--- src/rtl/borc_params.svh ---
// Purpose: Timing and reset constants of the breaker output relay control
// Assumes: 250 MHz system clock, one common 10 ms tick
// Notes:   All delays are counted in ticks
`ifndef BORC_PARAMS_SVH
`define BORC_PARAMS_SVH

// ----------------------------------------------------------------------
// Clock and tick
// ----------------------------------------------------------------------
`define BORC_CLK_PERIOD_NS  4
`define BORC_TICK_MS        10
`define BORC_TICK_NS        (`BORC_TICK_MS * 1000000)
`define BORC_TICK_CYCLES    (`BORC_TICK_NS / `BORC_CLK_PERIOD_NS)

// ----------------------------------------------------------------------
// Fixed and default times, as printed
// ----------------------------------------------------------------------
`define BORC_BRK_OP_DFLT_MS  2000
`define BORC_BRK_FAIL_DFLT_MS 100
`define BORC_CLOSE_FIX_MS    200
`define BORC_SEAL_DFLT_MS    40
`define BORC_DWELL_STEP_MS   100

// ----------------------------------------------------------------------
// Derived tick counts
// ----------------------------------------------------------------------
`define BORC_BRK_OP_DFLT_T   16'(`BORC_BRK_OP_DFLT_MS / `BORC_TICK_MS)
`define BORC_BRK_FAIL_DFLT_T 16'(`BORC_BRK_FAIL_DFLT_MS / `BORC_TICK_MS)
`define BORC_CLOSE_FIX_T     16'(`BORC_CLOSE_FIX_MS / `BORC_TICK_MS)
`define BORC_SEAL_DFLT_T     16'(`BORC_SEAL_DFLT_MS / `BORC_TICK_MS)
`define BORC_DWELL_STEP_T    20'(`BORC_DWELL_STEP_MS / `BORC_TICK_MS)

// ----------------------------------------------------------------------
// Widths and reset values
// ----------------------------------------------------------------------
`define BORC_NUM_AUX         5
`define BORC_TMR_W           16
`define BORC_DWELL_W         20
`define BORC_TICK_W          22
`define BORC_OUT_RST         1'b0

`endif

--- src/rtl/borc_pkg.sv ---
// Purpose: Types shared by the breaker output relay control
// Assumes: Nothing beyond the params header
// Notes:   Binary state codes are written out
`default_nettype none

package borc_pkg;

	typedef enum logic [1:0]
	{
		BORC_IDLE    = 2'b00,
		BORC_HOLD    = 2'b01,
		BORC_RELEASE = 2'b10,
		BORC_SEAL    = 2'b11
	} borc_rly_st_t;

	typedef enum logic [1:0]
	{
		BORC_SELF_RESET = 2'b00,
		BORC_LATCHED    = 2'b01,
		BORC_PULSED     = 2'b10
	} borc_aux_mode_t;

endpackage

`default_nettype wire

--- src/rtl/borc_timer.sv ---
// Purpose: Loadable down counter stepped by the common tick
// Assumes: load and tick are one-cycle pulses of clk_sys
// Notes:   expired is high while the count stands at zero
`include "borc_params.svh"
`default_nettype none

module borc_timer
(
	input  wire logic                    clk_sys,
	input  wire logic                    resetn,
	input  wire logic                    tick,
	input  wire logic                    load,
	input  wire logic [`BORC_TMR_W-1:0]  load_val,
	output logic                         expired
);

	logic [`BORC_TMR_W-1:0] cnt_r;

	// Load wins over a tick in the same cycle
	always_ff @(posedge clk_sys)
	begin
		if (!resetn)
			cnt_r <= '0;
		else if (load)
			cnt_r <= load_val;
		else if (tick && cnt_r != '0)
			cnt_r <= cnt_r - 1'b1;
	end

	assign expired = (cnt_r == '0);

endmodule

`default_nettype wire

--- src/rtl/borc_top.sv ---
// Purpose: Trip, close, self-test and auxiliary output relay control
// Assumes: All inputs synchronous to clk_sys; settings held static
// Notes:   Delays count a 10 ms tick; TICK_CYCLES shortens it in sim
`include "borc_params.svh"
`default_nettype none

module borc_top
#(
	parameter int TICK_CYCLES = `BORC_TICK_CYCLES
)
(
	input  wire logic                    clk_sys,
	input  wire logic                    resetn,
	input  wire logic                    trip_request,
	input  wire logic                    close_request,
	input  wire logic                    breaker_closed_contact,
	input  wire logic                    breaker_open_contact,
	input  wire logic                    closed_contact_assigned,
	input  wire logic                    open_contact_assigned,
	input  wire logic                    brk_op_delay_en,
	input  wire logic [`BORC_TMR_W-1:0]  brk_op_delay,
	input  wire logic                    brk_fail_en,
	input  wire logic [`BORC_TMR_W-1:0]  brk_fail_delay,
	input  wire logic                    trip_seal_prog,
	input  wire logic [9:0]              trip_release_extension,
	input  wire logic                    close_seal_prog,
	input  wire logic [9:0]              close_release_extension,
	input  wire logic                    selftest_fault,
	input  wire logic [`BORC_NUM_AUX-1:0] aux_request,
	input  wire borc_pkg::borc_aux_mode_t aux_mode [`BORC_NUM_AUX],
	input  wire logic [`BORC_NUM_AUX-1:0] aux_energize_op,
	input  wire logic [15:0]             aux_dwell [`BORC_NUM_AUX],
	input  wire logic                    reset_key,
	input  wire logic                    reset_input,
	input  wire logic                    remote_reset,
	output logic                         trip_out,
	output logic                         close_out,
	output logic                         selftest_alarm_output,
	output logic [`BORC_NUM_AUX-1:0]     aux_out
);

	import borc_pkg::*;

	// ------------------------------------------------------------------
	// Common tick
	// ------------------------------------------------------------------
	localparam logic [`BORC_TICK_W-1:0] TICK_LAST =
		`BORC_TICK_W'(TICK_CYCLES - 1);

	logic [`BORC_TICK_W-1:0] tick_cnt_r;
	logic                    tick_r;

	always_ff @(posedge clk_sys)
	begin
		if (!resetn)
		begin
			tick_cnt_r <= '0;
			tick_r     <= 1'b0;
		end
		else if (tick_cnt_r == TICK_LAST)
		begin
			tick_cnt_r <= '0;
			tick_r     <= 1'b1;
		end
		else
		begin
			tick_cnt_r <= tick_cnt_r + 1'b1;
			tick_r     <= 1'b0;
		end
	end

	// ------------------------------------------------------------------
	// Breaker state confirmation
	// ------------------------------------------------------------------
	logic no_contact;
	logic [1:0] req;
	logic [1:0] conf;
	logic [1:0] seal_prog;
	logic [9:0] seal_set [2];

	assign no_contact = !closed_contact_assigned && !open_contact_assigned;
	assign req        = {close_request, trip_request};
	assign seal_prog  = {close_seal_prog, trip_seal_prog};
	assign seal_set[0] = trip_release_extension;
	assign seal_set[1] = close_release_extension;

	// Open contact preferred for trip, closed contact for close
	assign conf[0] = open_contact_assigned ? breaker_open_contact
		: !breaker_closed_contact;
	assign conf[1] = closed_contact_assigned ? breaker_closed_contact
		: !breaker_open_contact;

	// ------------------------------------------------------------------
	// Trip (0) and close (1) channels
	// ------------------------------------------------------------------
	borc_rly_st_t st_r   [2];
	borc_rly_st_t st_nxt [2];
	logic [1:0]   req_d_r;
	logic [1:0]   rly_r;

	genvar ch;
	generate
		for (ch = 0; ch < 2; ch++)
		begin : g_rly
			logic                   tmr_load;
			logic [`BORC_TMR_W-1:0] tmr_val;
			logic                   tmr_done;
			logic [`BORC_TMR_W-1:0] seal_t;
			logic [`BORC_TMR_W-1:0] rel_t;
			logic                   fixed_close;

			assign fixed_close = (ch == 1) && no_contact;
			assign seal_t = seal_prog[ch]
				? `BORC_TMR_W'(seal_set[ch])
				: `BORC_SEAL_DFLT_T;

			// Timeout once the request has cleared
			always_comb
			begin
				if (no_contact)
					rel_t = brk_fail_en ? brk_fail_delay
						: `BORC_BRK_FAIL_DFLT_T;
				else
					rel_t = brk_op_delay_en ? brk_op_delay
						: `BORC_BRK_OP_DFLT_T;
			end

			always_comb
			begin
				st_nxt[ch] = st_r[ch];
				tmr_load   = 1'b0;
				tmr_val    = rel_t;
				case (st_r[ch])
				BORC_IDLE:
				begin
					// Fixed close pulse needs a fresh request
					if (req[ch] && (!fixed_close || !req_d_r[ch]))
					begin
						st_nxt[ch] = BORC_HOLD;
						tmr_load   = fixed_close;
						tmr_val    = `BORC_CLOSE_FIX_T;
					end
				end
				BORC_HOLD:
				begin
					if (fixed_close ? tmr_done
						: (!req[ch] && !no_contact && conf[ch]))
					begin
						st_nxt[ch] = BORC_SEAL;
						tmr_load   = 1'b1;
						tmr_val    = seal_t;
					end
					else if (!fixed_close && !req[ch])
					begin
						st_nxt[ch] = BORC_RELEASE;
						tmr_load   = 1'b1;
					end
				end
				BORC_RELEASE:
				begin
					if (req[ch])
						st_nxt[ch] = BORC_HOLD;
					else if ((!no_contact && conf[ch]) || tmr_done)
					begin
						st_nxt[ch] = BORC_SEAL;
						tmr_load   = 1'b1;
						tmr_val    = seal_t;
					end
				end
				BORC_SEAL:
				begin
					if (req[ch] && !fixed_close)
						st_nxt[ch] = BORC_HOLD;
					else if (tmr_done)
						st_nxt[ch] = BORC_IDLE;
				end
				default:
					st_nxt[ch] = BORC_IDLE;
				endcase
			end

			always_ff @(posedge clk_sys)
			begin
				if (!resetn)
				begin
					st_r[ch]    <= BORC_IDLE;
					req_d_r[ch] <= 1'b0;
					rly_r[ch]   <= `BORC_OUT_RST;
				end
				else
				begin
					st_r[ch]    <= st_nxt[ch];
					req_d_r[ch] <= req[ch];
					rly_r[ch]   <= (st_nxt[ch] != BORC_IDLE);
				end
			end

			borc_timer u_tmr
			(
				.clk_sys  (clk_sys),
				.resetn   (resetn),
				.tick     (tick_r),
				.load     (tmr_load),
				.load_val (tmr_val),
				.expired  (tmr_done)
			);
		end
	endgenerate

	assign trip_out  = rly_r[0];
	assign close_out = rly_r[1];

	// ------------------------------------------------------------------
	// Self-test alarm
	// ------------------------------------------------------------------
	// Fail-safe: coil energized while healthy, drops on fault or power loss
	always_ff @(posedge clk_sys)
	begin
		if (!resetn)
			selftest_alarm_output <= `BORC_OUT_RST;
		else
			selftest_alarm_output <= !selftest_fault;
	end

	// ------------------------------------------------------------------
	// Auxiliary outputs
	// ------------------------------------------------------------------
	logic any_reset;

	assign any_reset = reset_key || reset_input || remote_reset;

	genvar ax;
	generate
		for (ax = 0; ax < `BORC_NUM_AUX; ax++)
		begin : g_aux
			logic                    op_r;
			logic                    op_nxt;
			logic                    req_d_r;
			logic                    dwell_run_r;
			logic [`BORC_DWELL_W-1:0] dwell_r;
			logic [15:0]             units;

			// A zero setting is clamped to the smallest step
			assign units = (aux_dwell[ax] == 16'h0000) ? 16'h0001
				: aux_dwell[ax];

			always_comb
			begin
				case (aux_mode[ax])
				BORC_LATCHED:
					op_nxt = aux_request[ax]
						|| (op_r && !any_reset);
				BORC_PULSED:
					op_nxt = dwell_run_r
						|| (aux_request[ax] && !req_d_r);
				default:
					op_nxt = aux_request[ax];
				endcase
			end

			// Dwell counts ticks; only a rising request from rest starts it
			always_ff @(posedge clk_sys)
			begin
				if (!resetn)
				begin
					dwell_run_r <= 1'b0;
					dwell_r     <= '0;
				end
				else if (aux_mode[ax] != BORC_PULSED)
				begin
					dwell_run_r <= 1'b0;
					dwell_r     <= '0;
				end
				else if (!dwell_run_r)
				begin
					if (aux_request[ax] && !req_d_r)
					begin
						dwell_run_r <= 1'b1;
						dwell_r <= `BORC_DWELL_W'(`BORC_DWELL_W'(units)
							* `BORC_DWELL_STEP_T);
					end
				end
				else if (tick_r)
				begin
					if (dwell_r <= `BORC_DWELL_W'(1))
						dwell_run_r <= 1'b0;
					dwell_r <= dwell_r - 1'b1;
				end
			end

			always_ff @(posedge clk_sys)
			begin
				if (!resetn)
				begin
					op_r        <= 1'b0;
					req_d_r     <= 1'b0;
					aux_out[ax] <= `BORC_OUT_RST;
				end
				else
				begin
					op_r        <= op_nxt;
					req_d_r     <= aux_request[ax];
					aux_out[ax] <= aux_energize_op[ax] ? op_nxt
						: !op_nxt;
				end
			end
		end
	endgenerate

endmodule

`default_nettype wire

--- config.mk ---
export PLATFORM = sky130hd
export DESIGN_NAME = borc_top
export DESIGN_NICKNAME = d
export VERILOG_FILES = /design/src/rtl/borc_pkg.sv /design/src/rtl/borc_timer.sv /design/src/rtl/borc_top.sv
export VERILOG_INCLUDE_DIRS = /design/src /design/src/rtl
export SDC_FILE = /design/constraint.sdc
export NUM_CORES = 1
export LEC_CHECK = 0
export ABC_AREA = 1
export BUFFER_PORTS_ARGS = -buffer_cell sky130_fd_sc_hd__buf_2
export CAP_MARGIN = 10
export CORE_ASPECT_RATIO = 1.2
export CORE_MARGIN = 2
export CORE_UTILIZATION = 54
export DETAILED_ROUTE_END_ITERATION = 6
export MAX_ROUTING_LAYER = met4
export PLACE_DENSITY_LB_ADDON = 0.08
export SKIP_CTS_REPAIR_TIMING = 1
export SLEW_MARGIN = 0
export SYNTH_ARGS = -nofsm -noshare
export SYNTH_HDL_FRONTEND = slang
export SYNTH_SLANG_ARGS = --single-unit
--- constraint.sdc ---
create_clock -name clk_sys -period 4.5 [get_ports clk_sys]
set_input_delay 1.35 -clock clk_sys [delete_from_list [all_inputs] [get_ports clk_sys]]
set_output_delay 1.35 -clock clk_sys [all_outputs]
set_load 0.03 [all_outputs]
[After elaboration in Yosys (flattened, before gate mapping)]
Memories as Yosys holds them, arrays and structs flattened.
Index checks and enable logic that the tools add are counted.
Operators by class
  bitwise logic cells: 3
  reduce and logical (&&, ||, !) cells: 87
  equal/unequal tests: 27
  muxes and demuxes: 104
  order comparisons: 5
  $add $sub $neg: 8
  multiply operators: 5
Operators by type and width (count)
  2-to-1 mux 16 bit: 20
  2-to-1 mux 20 bit: 15
  zero test 16 bit: 7
  less-or-equal comparator 20 x 1 -> 1 bit, second input constant: 5
  subtractor 20 x 1 -> 20 bit, second input constant: 5
  case mux 16 bit (3 select lines): 2
  multiplier 16 x 3 -> 19 bit, second input constant: 5
  2-to-1 mux 1 bit: 40
  2-to-1 mux 2 bit: 16
  nonzero test 16 bit: 2
  subtractor 16 x 1 -> 16 bit, second input constant: 2
  adder 22 x 1 -> 22 bit, second input constant: 1
  equality test 22 bit, second input constant: 1
  logical AND 1 bit: 21
  zero test 1 bit: 20
  2-to-1 mux 10 bit: 2
  != test 2 bit, second input constant: 10
  equality test 2 bit, second input constant: 9
  nonzero test 2 bit: 9
  case mux 2 bit (4 select lines): 2
  logical OR 1 bit: 15
  equality test 2 x 1 -> 1 bit, second input constant: 7
  case mux 1 bit (2 select lines): 6
  OR reduction 2 bit: 6
  5 further kinds: 11
Word-level totals
  output and inout port bits: 8
  memories kept: 1
  word-level logic and storage cells: 273
  input port bits: 168
  register bits after elaboration: 179
  bits in writable memories: 4
Memory list
  st_r: words 2, bits a word 2, rd ports 2, clocked after memory_dff 0, wr ports 2, RTL line borc_top.sv:96  | borc_rly_st_t st_r [2];

[Logic depth before layout (Yosys ltp)]
Gate-level depths: netlist of the first run.
  depth in word-level cells: 9
  gate-level depth with buffers: 19

[Hierarchy]
A second synthesis of the first run with hierarchy kept.
Unflattened totals
  cell total of the unflattened synthesis: 3147
  area total of the unflattened synthesis: 18109.9 um^2
By module, submodules not included
  borc_top: area an instance 15730.1 um^2, cells an instance 2725, instances 1, seq. area each 3022.9 um^2
  borc_timer: area an instance 1189.9 um^2, cells an instance 211, instances 2, seq. area each 320.3 um^2

[Worst setup path after synthesis of the first run]
OpenSTA, ideal clock, no wires.
  kind: in2reg
  from: in aux_dwell[47] (netlist name)
  to: reg g_aux[2].dwell_r[12]
  arrival time: 3.237 ns
  data required time: 4.443 ns
  slack: 1.206 ns
  cell stages on the path: 17
  cell sequence: nor2_1 nand2_1 nor4_1 a31oi_1 inv_1 ha_1 ha_1 fa_1 nand3_1 nand2_1 a21oi_1 o21ai_0 a21oi_1 o21ai_0 nand2_1 nand3_1 inv_1
Between the ends
  word-level cells in the longest chain between the ends: 5
Ends and longest elaborated chain
  start: declaration: RTL line borc_top.sv:32  | input wire logic [15:0] aux_dwell [`BORC_NUM_AUX],
  zero test 16 bit: RTL line borc_top.sv:244  | assign units = (aux_dwell[ax] == 16'h0000) ? 16'h0001
  2-to-1 mux 16 bit: RTL line borc_top.sv:244
  multiplier 16 x 3 -> 19 bit (no source line)
  2-to-1 mux 20 bit: RTL line borc_top.sv:276  | if (aux_request[ax] && !req_d_r)
  2-to-1 mux 20 bit: RTL line borc_top.sv:274  | else if (!dwell_run_r)
  end signal: assignment: RTL line borc_top.sv:279  | dwell_r <= `BORC_DWELL_W'(`BORC_DWELL_W'(units)
  end signal: assignment: RTL line borc_top.sv:287  | dwell_r <= dwell_r - 1'b1;
  end: declaration: RTL line borc_top.sv:240  | logic [`BORC_DWELL_W-1:0] dwell_r;
Every way passes these cells. The select of a mux whose other input is x is not followed.
A chain may end at the register's enable or synchronous reset.

[Worst setup path after layout of the first run]
  from: in aux_dwell[47] (netlist name)
  to: reg g_aux[2].dwell_r[16]
Between the ends
  word-level cells in the longest chain between the ends: 5
Ends and longest elaborated chain (RTL line)
  zero test 16 bit: borc_top.sv:244
  2-to-1 mux 16 bit *: borc_top.sv:244
  multiplier 16 x 3 -> 19 bit (no source line) *
  2-to-1 mux 20 bit *: borc_top.sv:276
  2-to-1 mux 20 bit *: borc_top.sv:274
Mark *: on every way between the ends. The rest lies on a longest branch, timed or not. The select of a mux whose other input is x is not followed.

==> results.txt, run 1 <==
The floorplan has 70 rows. The number of buffers inserted during clock tree synthesis is 17, and the count of port buffers added during placement is 175. Cells fill 59.8% of the core in the end.

The fmax was 293 MHz. STA classifies the critical path endpoint as a register. Multiplexer cells account for 0% of the synthesized area.

Counting cells, the worst reg-to-reg path comes to 9. Clock-pin slew was measured on the worst setup and hold paths at 80 ps. The maximum number of pins on one net before global-route repair came out at 43.

The tools report the critical register-to-register path startpoint as tick_r. Once detailed placement completed, the half-perimeter wirelength came to 34.9 mm. Among all flip-flop cells after synthesis, the most frequent one is sky130_fd_sc_hd__dfxtp_1. The post-detailed-route wirelength per cell is 14.1 um, and the residual overflow from global routing is 0. Once the floorplan was initialized, standard cells occupied 54.8% of the core.

The simple-gate share of the synthesized area works out to 31.6%. In this run the worst setup path begins at aux_dwell[47]. Clock latency reported for the late side of the worst-skew pair: 440 ps. The final layout contains routed wiring with a total length of 45.1 mm. In this run the tightest slew margin relative to its limit is 35.6%. For the final hold violation count, the log shows 0. The fraction of power consumed by combinational cells was 44.7%; the shortest clock period the worst path allows after layout was 3410 ps.

The analysis attributes to cell leakage a power of 9.40 nW. The post-route netlist has 9.93% of its cells at a drive strength greater than 1. For this run, global-route usage on met3 was measured as 2.86%. Class of the worst hold path: register to register. The worst setup path is launched from a primary input. The logs give 0 for the count of endpoints failing setup in the final report and 2700 for the synthesized instance count. Global routing used 28.7% of the available tracks.

For the placed standard-cell area, the log shows 17700 um2. The final cell area excluding filler cells is 18200 um2, and the average size of a mapped cell is 6.19 um2. For the reported max-cap violation count, the log shows 0. The library cell used most frequently in the layout, excluding fill and tap cells, is sky130_fd_sc_hd__nand2_1.

During I/O placement, the number of pins put on the boundary was 176. The tools report the met1 track utilization from global routing as 36.5%. The critical path in this run is classified as primary input to register. The run gives 17773 as the detailed-route via count.

The fraction of the mapped netlist area in compound gates works out to 20.9%. Post-synthesis instance area: 16700 um2. The final net count is 3106. Including well taps, the total number of placed cells is 3163. By area, the combinational part of the netlist is dominated by simple AND/OR/NAND/NOR gates. Counting flops and latches in the post-synthesis netlist gives 183. The total die area is 32400 um2, and the number of warning messages in the yosys log is 0. In this run, distinct cell masters in the synthesized netlist total 63. At the end of routability-driven placement, the weighted congestion stood at 0.970. For this run, the number of standard cells in the final layout without fillers is 3196. From bottom edge to top edge, the die measures 197 um. At the pin with the least slew margin, the transition time is 964 ps. The growth of design area from synthesis to finish was 9.08%; the arithmetic-cell share of the synthesized area counting full adders, half adders and majority gates was 11.6%.

The logs give 30500 um2 for the core footprint and 0.262 mV for the peak supply drop. The analysis attributes to net switching a power of 0.00253 W. The share of total power dissipated in sequential elements is 30.8%. The fraction of registers with async set or reset after synthesis is 0%, and the signal arrival time at the worst endpoint is 3790 ps.

The post-route worst hold slack was 452 ps; the number of nets in the synthesized netlist was 3020. The flow ran to the end, and the final reports show no timing, DRC or antenna violations. The run gives 183 as the count of clock tree sinks.

For this run, the detailed router's first-pass iteration total came to 5. In the layout the commonest cells are sky130_fd_sc_hd__nand2_1 (526), sky130_fd_sc_hd__inv_1 (342), sky130_fd_sc_hd__nor2_1 (323). The hold-critical path depth was 1; the per-cell via count in the routed design was 5.56. In the routed design, unresolved DRC markers number 0. For the first-pass GRT wire length, the log shows 75.6 mm. Counting along the longest clock path gives a buffer depth of 2. After synthesis, flip-flops and latches occupy 21.9% of the total area.

The clock tree root buffer cell was sky130_fd_sc_hd__clkbuf_16. For the final antenna-violating net count, the log shows 0. The via count of the first global-routing pass was 16606; the number of filler instances in the final layout was 3045. In this run the most critical hold path is launched from tick_cnt_r[0]. In the final timing run, aggregate negative setup slack is 0 ps. Per report_power, the clock group accounts for 24.5% of the total. Number of antenna violations at the first check in global routing: 1. Measured along the x axis, the die boundary spans 165 um. Cell internal power was estimated by the tool at 0.00344 W.

The final count of pins violating max slew was 0. For the setup clock skew after layout, the log shows 16.8 ps. The worst path uses 75.9% of the clock period.

Of all nets on the critical path, the largest fanout is 4. STA puts the critical path data required time at 4880 ps. For this block, the initial DRC count from the detailed router was 1089. Setup repair after global routing left no endpoint under its margin.

The share of the synthesized netlist area taken by xor and xnor gates came out at 3.15%. The CTS H-tree depth was 4. TritonCTS built the clock tree. For this design the ratio of total power to cell area is 328 nW/um2. The met2 usage is 48.5%, and the switching share of power is 42.4%. Counting flops with a built-in enable in the synthesized netlist gives 0. The busiest layer in global routing is met2.
stage by stage:
| stage | power (W) | worst slack [ps] |
|---|---|---|
| global placement | 0.00446 | 781 |
| detailed placement | 0.00449 | 636 |
| floorplan | 0.00393 | 1210 |
| global route | 0.00643 | 703 |
| finish | 0.00597 | 1090 |
| CTS | 0.00598 | 1100 |
cell usage after synthesis, drive strengths merged (2+ instances only):
library cell	count	share of area, %
inv	345	7.8
xnor2	26	1.4
o31ai	2	0.090
nor3	28	0.90
nand3b	19	0.88
a32oi	4	0.21
a21boi	6	0.27
a21oi	235	7.1
o21a	3	0.13
xor2	34	1.8
buf	22	0.82
nor3b	2	0.090
o21bai	12	0.54
or2	14	0.52
nand3	200	6.2
a221oi	3	0.16
o211ai	21	0.94
o221ai	2	0.10
a41o	2	0.12
a32o	8	0.48
fa	5	0.60
ha	147	11
nand2	540	12
or3	2	0.075
clkinv	3	0.067
nand4	34	1.3
o2111ai	3	0.16
dfxtp	183	22
o22ai	6	0.22
clkbuf	97	2.2
o21ai	274	8.3
nor2	341	8.1
nor4	27	1.0
a31oi	27	1.0
a21o	13	0.58
power groups by stage:
stage | Clock, W | Combinational [W] | Sequential, W
6_report | 0.00146 | 0.00267 | 0.00184
5_1_grt | 0.00156 | 0.00301 | 0.00186
4_1_cts | 0.00150 | 0.00264 | 0.00184
3_5_place_dp | 0 | 0.00262 | 0.00187
3_3_place_gp | 0 | 0.00258 | 0.00187
2_1_floorplan | 0 | 0.00206 | 0.00187
kinds of logic after synthesis:
family          Yosys count
simple gates           1208
flops                   183
buf+inv                 467
xor+xnor                 60
compound gates          630
fa+ha+maj               152
final cells by class:
cell class | instances | area [um2] | share of cell area (%)
inverters | 348 | 1310 | 7.17
clock inverters | 15 | 135 | 0.742
multi-input cells | 2050 | 11200 | 61.7
flip-flops and latches | 183 | 3660 | 20.1
repair buffers | 186 | 958 | 5.26
clock buffers | 17 | 425 | 2.33
well taps | 396 | 495 | 2.72
diodes | 1 | 2.50 | 0.0137
path summary, 6_finish.rpt:
check                          to  slack (ps)
max          g_aux[2].dwell_r[16]        1090
min                 tick_cnt_r[0]         450
max reg2reg   g_aux[4].dwell_r[4]        1670
min reg2reg         tick_cnt_r[0]         450
critical path, cell delays in order:
cell and delay (ps):
sky130_fd_sc_hd__buf_2 110, sky130_fd_sc_hd__nor2_1 100, sky130_fd_sc_hd__nand2_1 70, sky130_fd_sc_hd__nor4_1 280
sky130_fd_sc_hd__a31oi_1 170, sky130_fd_sc_hd__inv_1 100, sky130_fd_sc_hd__ha_1 140, sky130_fd_sc_hd__ha_1 180
sky130_fd_sc_hd__fa_1 220, sky130_fd_sc_hd__nand3_1 80, sky130_fd_sc_hd__nand2_1 100, sky130_fd_sc_hd__a21oi_1 80
sky130_fd_sc_hd__o21ai_0 370, sky130_fd_sc_hd__nand2_1 130, sky130_fd_sc_hd__nand3b_1 110, sky130_fd_sc_hd__nand3_1 70
sky130_fd_sc_hd__a21oi_1 120
layer usage:
layer	up-vias	wire length [um]
met4	0	913
li1	9151	-
met2	545	21300
met1	8020	20400
met3	57	2490
met5	-	0
state kept, by name, indices dropped and copies added, names as in the netlist:
signal	flops
trip_out	1
g_aux.req_d_r	5
tick_r	1
selftest_alarm_output	1
st_r	4
aux_out	5
g_aux.dwell_r	100
g_aux.op_r	5
g_rly.u_tmr.cnt_r	32
close_out	1
req_d_r	1
g_aux.dwell_run_r	5
tick_cnt_r	22
Note: power is estimated with default switching activity, not from simulation.
==> inputs of run 2 (changes only) <==
==> constraint.sdc (replaced) <==
create_clock -name clk_sys -period 3.4 [get_ports clk_sys]
set_input_delay 1.02 -clock clk_sys [delete_from_list [all_inputs] [get_ports clk_sys]]
set_output_delay 1.02 -clock clk_sys [all_outputs]
set_load 0.03 [all_outputs]
==> run 2 against run 1 <==
  * Setup slack worse by 690 ps
  * Via count hardly changed
  * Combinational power is 33% higher
  * Total power is 33% higher
  * Register-to-register slack worse by 990 ps
  * Worst hold slack better by 6.3 ps
  * Global-route usage is 0.36 points lower
  * First-iteration DRC count is 7.0% higher
  * Largest cell class unchanged
==> results.txt, run 2 (synthesis gave the netlist of run 1 again) <==
The run finished with clean final reports. The region available for standard cell placement spans 30500 um2. The path type of the worst setup path is primary input to register. The filler cells instantiated in the layout total 3100. Summed over all cells, the static leakage comes to 9.46 nW. The flip-flop count of the largest register, all copies and words added is 100. The CTS H-tree depth was 4; the count of port buffers added during placement was 175.

The count of TritonRoute iterations in the first routing pass was 7; the final cell area excluding filler cells was 18300 um2. The count of clock tree sinks came out at 183. TritonCTS built the clock tree.

g_aux.dwell_r holds more flip-flops than any other register. The pre-CTS worst setup slack was -60.6 ps. Global routing finished with a remaining overflow of 0. The post-layout total power is 0.00794 W.

Once the floorplan was initialized, standard cells occupied 54.8% of the core. The worst path needs 3000 ps of the cycle, external delays included. STA classifies the critical path startpoint as a primary input. The worst-case IR drop observed on VDD is 0.319 mV. For the total die area, the log shows 32400 um2. The slowest stage of the critical path belongs to the cell sky130_fd_sc_hd__o21ai_0. The switching share of power came out at 40.9%.

STA classifies the critical path endpoint as a register. The row count was 70. Most common cell after layout, fill and taps aside: sky130_fd_sc_hd__nand2_1. The post-detailed-route wirelength per cell is 14.0 um.

The logs give 400 ps for the smallest setup slack after layout and 0.00469 W for the total internal power. Walking the worst path, the cells encountered are buf_2 > nor2_1 > nand2_1 > nor4_1 > a31oi_1 > inv_1 > ha_1 > ha_1 > fa_1 > nand3_1 > nand2_1 > a21oi_1 > o21ai_0 > nand2_1 > nand3b_1 > nand3_1 > a21oi_1. The library cells used most frequently in the layout, excluding fill and tap cells, are sky130_fd_sc_hd__nand2_1 (526), sky130_fd_sc_hd__inv_1 (342), sky130_fd_sc_hd__nor2_1 (323).

Combinational cells account for 44.6% of the total power. The final hold violation count is 0, and the global-route usage over all layers is 28.3%. The register share of total power was 30.7%. The die is 165 um wide.

After the first detailed-routing iteration, the DRC count stood at 1165. The net count of the finished layout is 3118. The tools report the routability congestion estimate from global placement as 0.959. The slew at the pin closest to its max-slew limit is 996 ps, and the peak per-stage delay on the critical path is 330 ps. The number of antenna violations at the first check in global routing was 2. Setup repair after global routing left no endpoint under its margin. The layer flagged by global routing as most heavily used is met2.

Summed over all layers, the routed wires come to 44.8 mm. The half-perimeter wire length after placement is 35.4 mm. For the number of buffers inserted during clock tree synthesis, the log shows 17.

In this run the vertical extent of the chip is 197 um. The maximum clock insertion buffer count is 2. For this run, global-route usage on met3 was measured as 3.28%. The fmax came out at 333 MHz. The growth of design area from synthesis to finish was 9.68%; the maximum number of pins on one net before global-route repair was 31. The run gives 0.00325 W as the total net switching power.

For the final antenna-violating net count, the log shows 0. For the final count of pins violating max slew, the log shows 0. Data on the critical path arrives at its endpoint at 3370 ps.

Via count of the first global-routing pass: 16456. Clock tree synthesis selected as its root buffer the cell sky130_fd_sc_hd__clkbuf_16. During I/O placement, the number of pins put on the boundary was 176. The tightest min-delay check is of the register to register type. The clock network power share is 24.6%. The placed standard-cell area was 17700 um2. For this run, global-route usage on met2 was measured as 48.5%. Power spread over the standard cell area amounts to 433 nW/um2.

The clock latency reported for the late side of the worst-skew pair is 440 ps. The data required time of the critical path is 3770 ps. The most numerous cell type found on the critical path is sky130_fd_sc_hd__nand2_1.

The setup clock skew after layout was 10.8 ps; the share of post-route cells with drive strength above 1 was 10.2%. The post-detailed-route DRC marker count was 0; the maximum fanout encountered on the critical timing path was 4. After layout, the worst path uses 88.2% of the clock period.

In the final layout, the registers with the most flip-flops are g_aux.dwell_r (100), g_rly.u_tmr.cnt_r (32), tick_cnt_r (22). The reported max-cap violation count is 0. Per-cell via count in the routed design: 5.54. Setup violations remaining at the end of the flow were counted as 0. For this run, global-route usage on met1 was measured as 35.2%. After clock tree synthesis, the clock-pin slew on the worst setup and hold paths is 70 ps. For the first-pass GRT wire length, the log shows 74.6 mm.

The worst pin sits at a relative slew slack of 33.3%. Detailed routing inserted a total of 17757 vias.
-- run 2: changes by cell type in the layout (fill, tap and decap cells not counted), sizes merged --
cell | previous run | this run
buf | 186 | 198
clkinv | 9 | 5
inv | 352 | 345
clkinvlp | 2 | 4
clkbuf | 17 | 23
bufinv | 0 | 1
diode | 1 | 2
-- run 2: cell type report --
type	instances	area (um2)	share of cell area, %
clock inverter	7	70.1	0.382
timing repair buffer	198	1050	5.72
clock buffer	23	498	2.72
antenna	2	5.00	0.0273
inverter	348	1310	7.13
sequential	183	3660	20.0
multi-input combinational	2050	11200	61.3
tap	396	495	2.70
-- run 2: power by group through the flow --
stage               registers (W)  clock network, W  logic, W
CTS                       0.00244           0.00200   0.00353
finish                    0.00244           0.00196   0.00354
global route              0.00246           0.00209   0.00401
floorplan                 0.00247                 0   0.00272
global placement          0.00248                 0   0.00344
detailed placement        0.00248                 0   0.00350
-- run 2: worst paths after layout --
| kind | from | to | slack [ps] | cells past startpoint |
|---|---|---|---|---|
| setup / recovery | aux_dwell[47] | g_aux[2].dwell_r[16] | 400 | 17 |
| hold / removal | tick_cnt_r[0] | tick_cnt_r[0] | 460 | 1 |
| setup reg to reg | tick_r | g_aux[0].dwell_r[9] | 680 | 7 |
| hold reg to reg | tick_cnt_r[0] | tick_cnt_r[0] | 460 | 1 |
-- run 2: per-stage QoR --
step           setup TNS, ps  utilization (%)  hold WS, ps  std cells
4_1_cts                    0             60.1          470       3205
2_1_floorplan              0                -          418       2700
6_report                   0             60.1          458       3207
3_5_place_dp            -146             58.2          459       3175
3_3_place_gp               0             58.2          427       3175
5_1_grt                    0             60.1          494       3207
-- run 2: per-layer routing --
layer | vias to the layer above | part of all wire [%] | wire [um]
met3 | 64 | 5.0 | 2220
met5 | - | 0 | 0
met4 | 0 | 1.9 | 844
met1 | 8025 | 45 | 20300
li1 | 9173 | - | -
met2 | 495 | 48 | 21400
-- run 2: critical path: cells and delay by family --
kind	cells	cell delay, ps
buffers and inverters	2	220
and+or+nand+nor	8	910
AOI/OAI and AO/OA	4	680
adders and majority gates	3	550
